<file path="config.mk">
export PLATFORM = sky130hd
export DESIGN_NAME = rcb_device_flat
export DESIGN_NICKNAME = d
export VERILOG_FILES = /design/src/hdl/rcb_pkg.sv /design/src/hdl/rcb_if.sv /design/src/hdl/rcb_device.sv /design/src/flat_wrapper.sv
export SDC_FILE = /design/constraint.sdc
export NUM_CORES = 1
export LEC_CHECK = 0
export BUFFER_PORTS_ARGS = -buffer_cell sky130_fd_sc_hd__buf_4
export CAP_MARGIN = 20
export CORE_MARGIN = 8
export CORE_UTILIZATION = 45
export DETAILED_ROUTE_END_ITERATION = 7
export PLACE_DENSITY = 0.71
export SYNTH_ARGS = -nofsm -noshare
export SYNTH_HDL_FRONTEND = slang
export SYNTH_SLANG_ARGS = --single-unit
</file>
<file path="constraint.sdc">
create_clock -name clk_in -period 4.4 [get_ports clk_in]
set_input_delay 0.66 -clock clk_in [delete_from_list [all_inputs] [get_ports clk_in]]
set_output_delay 0.66 -clock clk_in [all_outputs]
set_load 0.05 [all_outputs]
</file>
<file path="src/hdl/rcb_pkg.sv">
// package: register map, field layout and constants of the resampler control block
package rcb_pkg;
    // ************************************************************
    // register indices; the bus byte address is 4*index
    // ************************************************************
    localparam logic [7:0] IDX_CHANNEL_SETUP = 8'h10;
    localparam logic [7:0] IDX_MULTIPLY_SETUP = 8'h11;
    localparam logic [7:0] IDX_FILTER_CHOICE = 8'h12;
    localparam logic [7:0] IDX_GAIN_ROUND = 8'h13;
    localparam logic [7:0] IDX_ROUTING_MAP = 8'h14;
    localparam logic [7:0] IDX_SUMMING_CTRL = 8'h15;
    localparam logic [7:0] IDX_CLOCK_DIVIDER = 8'h16;
    localparam logic [7:0] IDX_RATIO_MAP = 8'h17;
    localparam int NUM_REGS = 8;
    localparam logic [7:0] IDX_FIRST = 8'h10;
    // ************************************************************
    // reset values
    // ************************************************************
    localparam logic [7:0] RST_CHANNEL_SETUP = 8'h23;
    localparam logic [7:0] RST_MULTIPLY_SETUP = 8'h0E;
    localparam logic [7:0] RST_FILTER_CHOICE = 8'h00;
    localparam logic [7:0] RST_GAIN_ROUND = 8'h34;
    localparam logic [7:0] RST_ROUTING_MAP = 8'hE4;
    localparam logic [7:0] RST_SUMMING_CTRL = 8'h70;
    localparam logic [7:0] RST_CLOCK_DIVIDER = 8'h00;
    localparam logic [7:0] RST_RATIO_MAP = 8'h00;
    // ************************************************************
    // field positions
    // ************************************************************
    localparam int POS_OUT_CHAN = 0;
    localparam int POS_FILT_CNT = 2;
    localparam int POS_SYNC_SEL = 4;
    localparam int POS_ASYM = 6;
    localparam int POS_SHIFT = 0;
    localparam int POS_ROUND = 4;
    localparam int POS_TAG = 6;
    localparam int DATA_W = 24;
    localparam int NUM_CH = 4;
    localparam logic [1:0] CODE_ILLEGAL = 2'h2;
    localparam logic [5:0] MULT_MIN = 6'h05;
    localparam logic [5:0] MULT_MIN_SINGLE = 6'h06;
    // status register of our own: sticky illegal-code flags
    localparam logic [7:0] IDX_STATUS = 8'h18;
    typedef enum logic [1:0] {
        RCB_MERGE_IDLE = 2'b00,
        RCB_MERGE_HELD = 2'b01
    } rcb_merge_t;
endpackage : rcb_pkg

</file>
<file path="src/hdl/rcb_if.sv">
// interface joining the control/datapath end and the channel-source end
`timescale 1ns/1ps
interface rcb_if;
    logic [3:0] smp_valid;
    logic [95:0] smp_data;
    logic [7:0] tag_low;
    logic [7:0] sync_pulse;
    logic [23:0] out_data;
    logic [3:0] out_valid;
    logic [1:0] out_filter;
    logic [1:0] out_chan;
    logic acc_reset;
    modport device (input smp_valid, smp_data, tag_low, sync_pulse,
                    output out_data, out_valid, out_filter, out_chan, acc_reset);
    modport source (output smp_valid, smp_data, tag_low, sync_pulse,
                    input out_data, out_valid, out_filter, out_chan, acc_reset);
endinterface : rcb_if

</file>
<file path="src/hdl/rcb_device.sv">
// resampler control block: wishbone registers and output-stage datapath
// Behaviour
// RQ1 - output count code bits 0-1, 2 illegal
// RQ2 - filter count code bits 2-3, 2 illegal
// RQ3 - sync source resets all accumulators together
// RQ4 - multiply count 5 to 63, software keeps
// RQ5 - single output needs multiply count six
// RQ6 - symmetric filter unless asymmetric flag set
// RQ7 - per-output two-bit filter selection
// RQ8 - filter selection not above filter count
// RQ9 - shift result up 0 to 15 bits
// RQ10 - round to 12, 16, 20, 24 bits
// RQ11 - always 24-bit word, low bits kept
// RQ12 - tag mode replaces two low bits
// RQ13 - tag mode makes 24-bit rounding 22
// RQ14 - route each source to an output
// RQ15 - several sources may share one output
// RQ16 - merge bits A-B, B-C, C-D
// RQ17 - hold sample, channel_summing_control next one
// RQ18 - wrap merge bit kept zero
// RQ19 - ratio map changes wait for sync
// RQ20 - interleaved taps per filter count
`timescale 1ns/1ps
module rcb_device #(
    parameter int ACC_W = 40
) (
    input wire logic clk_in,
    input wire logic arst_n_in,
    input wire logic wb_cyc_in,
    input wire logic wb_stb_in,
    input wire logic wb_we_in,
    input wire logic [7:0] wb_adr_in,
    input wire logic [3:0] wb_sel_in,
    input wire logic [31:0] wb_dat_in,
    output logic [31:0] wb_dat_out,
    output logic wb_ack_out,
    output logic [7:0] ratio_map_out,
    output logic [7:0] clock_divider_out,
    output logic asym_out,
    output logic [5:0] multiply_count_out,
    output logic [1:0] filter_phase_out,
    output logic [1:0] tap_stride_out,
    rcb_if.device link
);
    // ************************************************************
    // state
    // ************************************************************
    typedef struct packed {
        logic [7:0] chan_setup;
        logic [7:0] mult_setup;
        logic [7:0] filt_choice;
        logic [7:0] gain_round;
        logic [7:0] route_map;
        logic [7:0] sum_ctrl;
        logic [7:0] clk_div;
        logic [7:0] ratio_pend;
        logic [7:0] ratio_live;
        logic [3:0] illegal;
        logic ack;
        logic [31:0] rdata;
        logic [23:0] held;
        rcb_pkg::rcb_merge_t merge;
        logic [23:0] odata;
        logic [3:0] ovalid;
        logic [1:0] ofilt;
        logic [1:0] ochan;
        logic accrst;
    } rcb_state_t;
    rcb_state_t s_q;
    rcb_state_t s_d;
    logic hit;
    logic [7:0] idx;
    logic [7:0] wbyte;
    logic [7:0] rbyte;
    logic res_fire;
    logic ratio_fire;
    logic [1:0] src;
    logic found;
    logic [ACC_W-1:0] acc;
    logic [ACC_W-1:0] shifted;
    logic [4:0] keep;
    logic [ACC_W-1:0] half;
    logic [ACC_W-1:0] rounded;
    logic [23:0] word;
    logic [23:0] sample;
    logic [1:0] tgt;

    always_comb begin
        s_d = s_q;
        idx = {2'h0, wb_adr_in[7:2]};
        hit = wb_cyc_in && wb_stb_in && !s_q.ack;
        wbyte = wb_dat_in[7:0];
        rbyte = 8'h00;
        res_fire = link.sync_pulse[s_q.chan_setup[rcb_pkg::POS_SYNC_SEL +: 3]]; // RQ3
        ratio_fire = link.sync_pulse[s_q.sum_ctrl[rcb_pkg::POS_SYNC_SEL +: 3]];
        src = 2'h0;
        found = 1'b0;
        sample = 24'h000000;
        acc = '0;
        shifted = '0;
        keep = 5'h00;
        half = '0;
        rounded = '0;
        word = 24'h000000;
        tgt = 2'h0;
        // ************************************************************
        // wishbone slave: one-cycle ack, unmapped reads zero
        // ************************************************************
        s_d.ack = hit;
        case (idx)
            rcb_pkg::IDX_CHANNEL_SETUP: rbyte = s_q.chan_setup;
            rcb_pkg::IDX_MULTIPLY_SETUP: rbyte = s_q.mult_setup;
            rcb_pkg::IDX_FILTER_CHOICE: rbyte = s_q.filt_choice;
            rcb_pkg::IDX_GAIN_ROUND: rbyte = s_q.gain_round;
            rcb_pkg::IDX_ROUTING_MAP: rbyte = s_q.route_map;
            rcb_pkg::IDX_SUMMING_CTRL: rbyte = s_q.sum_ctrl;
            rcb_pkg::IDX_CLOCK_DIVIDER: rbyte = s_q.clk_div;
            rcb_pkg::IDX_RATIO_MAP: rbyte = s_q.ratio_pend;
            rcb_pkg::IDX_STATUS: rbyte = {4'h0, s_q.illegal};
            default: rbyte = 8'h00;
        endcase
        if (hit && !wb_we_in) begin
            s_d.rdata = {24'h000000, rbyte};
        end
        // sticky error flags; set wins over clear-on-write
        if (hit && wb_we_in && wb_sel_in[0] && idx == rcb_pkg::IDX_STATUS) begin
            s_d.illegal = s_q.illegal & ~wbyte[3:0];
        end
        if (hit && wb_we_in && wb_sel_in[0]) begin
            case (idx)
                rcb_pkg::IDX_CHANNEL_SETUP: s_d.chan_setup = {1'b0, wbyte[6:0]};
                rcb_pkg::IDX_MULTIPLY_SETUP: s_d.mult_setup = {1'b0, wbyte[6:0]};
                rcb_pkg::IDX_FILTER_CHOICE: s_d.filt_choice = wbyte;
                rcb_pkg::IDX_GAIN_ROUND: s_d.gain_round = {1'b0, wbyte[6:0]};
                rcb_pkg::IDX_ROUTING_MAP: s_d.route_map = wbyte;
                rcb_pkg::IDX_SUMMING_CTRL: s_d.sum_ctrl = {1'b0, wbyte[6:0]};
                rcb_pkg::IDX_CLOCK_DIVIDER: s_d.clk_div = wbyte;
                rcb_pkg::IDX_RATIO_MAP: s_d.ratio_pend = wbyte;
                default: s_d.clk_div = s_q.clk_div;
            endcase
        end
        if (ratio_fire) begin
            s_d.ratio_live = s_q.ratio_pend; // RQ19
        end
        if (s_q.chan_setup[1:0] == rcb_pkg::CODE_ILLEGAL) s_d.illegal[0] = 1'b1; // RQ1
        if (s_q.chan_setup[3:2] == rcb_pkg::CODE_ILLEGAL) s_d.illegal[1] = 1'b1; // RQ2
        if (s_q.mult_setup[5:0] < rcb_pkg::MULT_MIN
            || (s_q.chan_setup[1:0] == 2'h0
            && s_q.mult_setup[5:0] < rcb_pkg::MULT_MIN_SINGLE)) begin
            s_d.illegal[2] = 1'b1; // RQ4 RQ5
        end
        if (s_q.sum_ctrl[3]) s_d.illegal[3] = 1'b1; // RQ18
        s_d.accrst = res_fire; // RQ3
        // ************************************************************
        // datapath: lowest-lettered valid source wins each cycle
        // ************************************************************
        for (int i = rcb_pkg::NUM_CH - 1; i >= 0; i--) begin
            if (link.smp_valid[i]) begin
                src = 2'(i);
                found = 1'b1;
            end
        end
        sample = link.smp_data[src*24 +: 24];
        s_d.ovalid = 4'h0;
        if (res_fire) begin
            s_d.merge = rcb_pkg::RCB_MERGE_IDLE;
        end else if (found) begin
            // merge bit src means "add this source into the next one"
            if (src != 2'h3 && s_q.sum_ctrl[src]) begin // RQ16
                s_d.held = sample; // RQ17
                s_d.merge = rcb_pkg::RCB_MERGE_HELD;
            end else begin
                acc = ACC_W'($signed(sample));
                if (s_q.merge == rcb_pkg::RCB_MERGE_HELD) begin
                    acc = acc + ACC_W'($signed(s_q.held)); // RQ17
                end
                s_d.merge = rcb_pkg::RCB_MERGE_IDLE;
                shifted = acc << s_q.gain_round[rcb_pkg::POS_SHIFT +: 4]; // RQ9
                case (s_q.gain_round[rcb_pkg::POS_ROUND +: 2]) // RQ10
                    2'h0: keep = 5'd12;
                    2'h1: keep = 5'd16;
                    2'h2: keep = 5'd20;
                    default: keep = s_q.gain_round[rcb_pkg::POS_TAG] ? 5'd22 : 5'd24; // RQ13
                endcase
                half = (keep == 5'd24) ? '0 : (ACC_W'(1) << (5'd23 - keep));
                rounded = shifted + half;
                word = rounded[23:0]; // RQ11
                if (s_q.gain_round[rcb_pkg::POS_TAG]) begin
                    word[1:0] = link.tag_low[src*2 +: 2]; // RQ12
                end
                tgt = s_q.route_map[src*2 +: 2]; // RQ14 RQ15
                s_d.odata = word;
                s_d.ochan = tgt;
                s_d.ovalid[tgt] = 1'b1;
                s_d.ofilt = s_q.filt_choice[tgt*2 +: 2]; // RQ7
                if (s_d.ofilt > s_q.chan_setup[3:2]) begin
                    s_d.ofilt = 2'h0; // RQ8
                end
            end
        end
    end

    always_ff @(posedge clk_in or negedge arst_n_in) begin
        if (!arst_n_in) begin
            s_q <= '{chan_setup: rcb_pkg::RST_CHANNEL_SETUP,
                     mult_setup: rcb_pkg::RST_MULTIPLY_SETUP,
                     filt_choice: rcb_pkg::RST_FILTER_CHOICE,
                     gain_round: rcb_pkg::RST_GAIN_ROUND,
                     route_map: rcb_pkg::RST_ROUTING_MAP,
                     sum_ctrl: rcb_pkg::RST_SUMMING_CTRL,
                     clk_div: rcb_pkg::RST_CLOCK_DIVIDER,
                     ratio_pend: rcb_pkg::RST_RATIO_MAP,
                     ratio_live: rcb_pkg::RST_RATIO_MAP,
                     merge: rcb_pkg::RCB_MERGE_IDLE,
                     default: '0};
        end else begin
            s_q <= s_d;
        end
    end

    // ************************************************************
    // outputs
    // ************************************************************
    assign wb_ack_out = s_q.ack;
    assign wb_dat_out = s_q.rdata;
    assign ratio_map_out = s_q.ratio_live;
    assign clock_divider_out = s_q.clk_div;
    assign asym_out = s_q.mult_setup[rcb_pkg::POS_ASYM]; // RQ6
    assign multiply_count_out = s_q.mult_setup[5:0];
    assign filter_phase_out = s_q.ofilt; // RQ20
    assign tap_stride_out = s_q.chan_setup[3:2]; // RQ20
    assign link.out_data = s_q.odata;
    assign link.out_valid = s_q.ovalid;
    assign link.out_filter = s_q.ofilt;
    assign link.out_chan = s_q.ochan;
    assign link.acc_reset = s_q.accrst; // RQ3
endmodule : rcb_device

</file>
<file path="src/flat_wrapper.sv">
// flat-port wrapper written by rule: the top's interface ports become plain ports
module rcb_device_flat 
#(
    parameter int ACC_W = 40
)
  (clk_in, arst_n_in, wb_cyc_in, wb_stb_in, wb_we_in, wb_adr_in, wb_sel_in, wb_dat_in, wb_dat_out, wb_ack_out, ratio_map_out, clock_divider_out, asym_out, multiply_count_out, filter_phase_out, tap_stride_out, link_smp_valid, link_smp_data, link_tag_low, link_sync_pulse, link_out_data, link_out_valid, link_out_filter, link_out_chan, link_acc_reset);
  rcb_if link_i ();
  input wire logic clk_in;
  input wire logic arst_n_in;
  input wire logic wb_cyc_in;
  input wire logic wb_stb_in;
  input wire logic wb_we_in;
  input wire logic [7:0] wb_adr_in;
  input wire logic [3:0] wb_sel_in;
  input wire logic [31:0] wb_dat_in;
  output logic [31:0] wb_dat_out;
  output logic wb_ack_out;
  output logic [7:0] ratio_map_out;
  output logic [7:0] clock_divider_out;
  output logic asym_out;
  output logic [5:0] multiply_count_out;
  output logic [1:0] filter_phase_out;
  output logic [1:0] tap_stride_out;
  input wire logic [$bits(link_i.smp_valid)-1:0] link_smp_valid;
  input wire logic [$bits(link_i.smp_data)-1:0] link_smp_data;
  input wire logic [$bits(link_i.tag_low)-1:0] link_tag_low;
  input wire logic [$bits(link_i.sync_pulse)-1:0] link_sync_pulse;
  output wire logic [$bits(link_i.out_data)-1:0] link_out_data;
  output wire logic [$bits(link_i.out_valid)-1:0] link_out_valid;
  output wire logic [$bits(link_i.out_filter)-1:0] link_out_filter;
  output wire logic [$bits(link_i.out_chan)-1:0] link_out_chan;
  output wire logic [$bits(link_i.acc_reset)-1:0] link_acc_reset;
  assign link_i.smp_valid = link_smp_valid;
  assign link_i.smp_data = link_smp_data;
  assign link_i.tag_low = link_tag_low;
  assign link_i.sync_pulse = link_sync_pulse;
  assign link_out_data = link_i.out_data;
  assign link_out_valid = link_i.out_valid;
  assign link_out_filter = link_i.out_filter;
  assign link_out_chan = link_i.out_chan;
  assign link_acc_reset = link_i.acc_reset;
  rcb_device #(.ACC_W(ACC_W)) u_core (.clk_in(clk_in), .arst_n_in(arst_n_in), .wb_cyc_in(wb_cyc_in), .wb_stb_in(wb_stb_in), .wb_we_in(wb_we_in), .wb_adr_in(wb_adr_in), .wb_sel_in(wb_sel_in), .wb_dat_in(wb_dat_in), .wb_dat_out(wb_dat_out), .wb_ack_out(wb_ack_out), .ratio_map_out(ratio_map_out), .clock_divider_out(clock_divider_out), .asym_out(asym_out), .multiply_count_out(multiply_count_out), .filter_phase_out(filter_phase_out), .tap_stride_out(tap_stride_out), .link(link_i));
endmodule
</file>
==> flow_metrics.env <==
export IMPL_outcome="complete, but fails checks"
export IMPL_failing_checks="setup timing"
export IMPL_drt_iter0_markers=969
export IMPL_nFillCells=2138
export IMPL_cts_buffers=17
export IMPL_ctsHtreeMaxLevel=4
export IMPL_cts_tree="yes"
export IMPL_post_route_util_pct=62.70
export IMPL_synth_top_flop_cell="sky130_fd_sc_hd__dfrtp_1"
export IMPL_tightestPinTransition_ns=0.9791
export IMPL_critPathRequiredTime_ns=4.70
export IMPL_per_cell_via_count_in_the_routed_design=5.695
export IMPL_synth_sequential_area_ratio_pct=29.67
export IMPL_core_area_um2=25910
export IMPL_cts_root_buffer="sky130_fd_sc_hd__clkbuf_16"
export IMPL_grt_pass1_wl_um=63200
export IMPL_static_leakage_power_nw=7.676
export IMPL_finalWirelength_um=39960
export IMPL_layout_cells_most_common_list="sky130_fd_sc_hd__buf_4 (452), sky130_fd_sc_hd__nand2_1 (208), sky130_fd_sc_hd__dfrtp_1 (123)"
export IMPL_floorplan_die_height_um=177.9
export IMPL_yosysUniqueCellTypes=108
export IMPL_place_gp_congestion=0.9366
export IMPL_async_flop_share_pct=100.0
export IMPL_synth_area_top_cells="sky130_fd_sc_hd__dfrtp_1 (26%), sky130_fd_sc_hd__mux2_2 (6.9%), sky130_fd_sc_hd__nand2_1 (6.7%), sky130_fd_sc_hd__buf_4 (5.9%), sky130_fd_sc_hd__ha_1 (4.0%)"
export IMPL_crit_start_category="input pin"
export IMPL_vias_in_the_first_global_route=11590
export IMPL_drt_drc_violations_left=0
export IMPL_floorplan_io_pins=258
export IMPL_buffers_from_clock_root_to_sink_at_most=2
export IMPL_hold_viol=0
export IMPL_unrepaired_setup_endpoints_after_global_routing="yes"
export IMPL_power_density_nw_per_um2=316.1
export IMPL_max_slew_violations=0
export IMPL_start_util_pct=45.51
export IMPL_grt_max_degree=83
export IMPL_row_count=59
export IMPL_setup_viol=16
export IMPL_mostFrequentLayoutCell="sky130_fd_sc_hd__buf_4"
export IMPL_floorplan_die_area_um2=31640
export IMPL_multi_input_area_um2=7965
export IMPL_achievable_frequency_mhz=197.6
export IMPL_io_buffer_count=204
export IMPL_syn_avg_cell_area_um2=8.760
export IMPL_reg2reg_to="u_core.link.out_data[23]"
export IMPL_place_ws_ns=-1.218
export IMPL_placed_inst_area_um2=14910
export IMPL_number_of_antenna_violations_at_the_first_check_in_global_routing=0
export IMPL_critPathArrivalTime_ns=5.36
export IMPL_synth_top_cell_area_share_pct=26.10
export IMPL_dr_total_vias=11690
export IMPL_layout_area_seq_um2=3498
export IMPL_fin_worst_skew_ns=0.01671
export IMPL_post_route_period_util_pct=115.0
export IMPL_half_perimeter_wire_length_after_placement_um=31300
export IMPL_cts_clk_slew_worst_paths_ns=0.07
export IMPL_ir_worst_vdd_v=0.0002722
export IMPL_synth_largest_area_cell="sky130_fd_sc_hd__dfrtp_1"
export IMPL_global_route_overflow_total=0
export IMPL_drtAntennaViolNets=0
export IMPL_worst_r2r_startpoint="u_core.s_q[35]"
export IMPL_hold_buffers=0
export IMPL_regToRegSetupSlack_ns=-0.02
export IMPL_yosys_register_bits=139
export IMPL_fin_area_um2=16250
export IMPL_period_needed_ns=5.062
export IMPL_edff_count_synth=0
export IMPL_die_width_um=177.9
export IMPL_setup_worst_path_class="in -> reg"
export IMPL_antenna_diode_count=0
export IMPL_setup_worst_path_end_class="flop"
export IMPL_r2r_worst_path_cells=21
export IMPL_report_power_total_mw=5.135
export IMPL_detail_route_wl_per_cell_um=19.46
export IMPL_ys_warn_count=0
export IMPL_timing_final_ws_setup_ns=-0.6617
export IMPL_max_cap_viol_count=0
export IMPL_num_nets_final=1909
export IMPL_timing_slew_headroom_pct=33.81
export IMPL_clock_insertion_delay_at_the_later_pin_of_the_skew_report_ns=0.44
export IMPL_min_delay_path_class="in -> async"
export IMPL_area_of_the_mapped_netlist_um2=11790
export IMPL_area_growth_from_synthesis_to_final_layout_pct=37.79
export IMPL_layout_drive_gt1_share_pct=44.82
export IMPL_global_route_usage_total_pct=25.00
export IMPL_cts_sinks=139
export IMPL_post_synth_inst_count=1346
export IMPL_firstDrtPassIters=5
export IMPL_crit_fanout=6
export IMPL_fin_worst_hold_slack_ns=0.2766
## where the power goes
group	total, mW	leakage, nW	internal, mW	switching (mW)
clock network	1.48	0.298	0.775	0.702
registers	1.45	1.80	1.38	0.0715
logic	2.21	5.58	1.01	1.19
total	5.14	7.68	3.17	1.97
## critical path, stage by stage
cell and delay (ns):
sky130_fd_sc_hd__buf_8 0.11, sky130_fd_sc_hd__buf_6 0.12, sky130_fd_sc_hd__nand3b_1 0.16, sky130_fd_sc_hd__a221oi_2 0.31, sky130_fd_sc_hd__nor2_2 0.09, sky130_fd_sc_hd__inv_1 0.07
sky130_fd_sc_hd__ha_2 0.18, sky130_fd_sc_hd__inv_2 0.04, sky130_fd_sc_hd__fa_2 0.36, sky130_fd_sc_hd__buf_6 0.12, sky130_fd_sc_hd__nand2b_4 0.15, sky130_fd_sc_hd__a21oi_4 0.14
sky130_fd_sc_hd__xnor2_2 0.14, sky130_fd_sc_hd__inv_1 0.06, sky130_fd_sc_hd__mux4_2 0.52, sky130_fd_sc_hd__buf_6 0.15, sky130_fd_sc_hd__nand2_4 0.05, sky130_fd_sc_hd__o21ai_2 0.06
sky130_fd_sc_hd__a21oi_2 0.16, sky130_fd_sc_hd__buf_4 0.15, sky130_fd_sc_hd__o21bai_4 0.06, sky130_fd_sc_hd__ha_4 0.30, sky130_fd_sc_hd__a31o_4 0.16, sky130_fd_sc_hd__a31oi_4 0.04
sky130_fd_sc_hd__or4_4 0.57, sky130_fd_sc_hd__o21ai_2 0.18, sky130_fd_sc_hd__and3_1 0.18, sky130_fd_sc_hd__o31ai_2 0.06
## cell type report
cell class	instances	area share [%]
clock inverters	15	1.132
well taps	335	2.580
clock buffers	17	2.618
flip-flops and latches	139	21.53
inverters	29	0.6700
multi-input cells	1045	49.03
repair buffers	473	22.44
## worst max-delay path by stage
stage	start	end	depth (start not counted)
2_1_floorplan	link_smp_valid[1]	u_core.link.out_data[23]	23
3_3_place_gp	link_smp_valid[1]	u_core.link.out_data[21]	23
3_5_place_dp	link_smp_valid[2]	u_core.link.out_data[21]	26
4_1_cts	link_smp_valid[2]	u_core.link.out_data[23]	27
5_1_grt	link_smp_valid[2]	u_core.link.out_data[23]	28
6_report	link_smp_valid[2]	u_core.link.out_data[23]	28
## synth_stat cells (all sizes together) (7+ instances only)
cell	count
nand4	7
a21o	15
dfstp	16
buf	117
ha	38
a31oi	19
xnor2	22
dfrtp	123
nor3	17
a211o	8
or3	10
a221oi	16
and3	12
o21a	9
mux2	72
nand2	212
mux4	17
nand2b	13
nor2	87
nor3b	12
o211ai	14
a21oi	54
or2	12
clkbuf	43
a211oi	16
o22ai	13
nor2b	13
o21ai	99
and2	18
inv	29
xor2	11
mux2i	33
nand3	28
## sequential cells by signal, summed over array words and instances, names as in the netlist
signal,flops
u_core.asym_out,1
u_core.clock_divider_out,8
u_core.filter_phase_out,2
u_core.link.acc_reset,1
u_core.link.out_chan,2
u_core.link.out_data,24
u_core.link.out_valid,4
u_core.multiply_count_out,6
u_core.ratio_map_out,8
u_core.s_q,72
u_core.tap_stride_out,2
u_core.wb_ack_out,1
u_core.wb_dat_out,8
## kinds of logic after synthesis
logic type,count (synthesis),synth area share [%]
buffers and inverters,189,9.402
other,1,0.03180
and+or+nand+nor,465,18.60
adders and majority gates,39,4.202
AOI/OAI and AO/OA,358,22.72
muxes,122,12.92
xor gates and xnor gates,33,2.451
DFF,139,29.67
## stage by stage
step	TNS, ns	std cells
floorplan	-7.783	1373
global placement	-17.05	2003
detailed placement	-17.98	2003
CTS	-7.088	2056
global route	-10.35	2053
finish	-7.401	2053
## layer usage
metal,GRT usage (%),wire [µm],up-vias
met5,0,0,-
met2,39.61,18570,435
met3,4.766,2815,72
li1,-,-,5521
met4,7.190,934,0
met1,34.16,17630,5663
## repair_timing
action	4_1_cts	5_1_grt
setup endpoints to repair	18	18
resized for setup	87	46
hold endpoints to repair	0	0
pin swaps	61	31
setup buffers	27	5
Power figures use the tool's default switching activity.
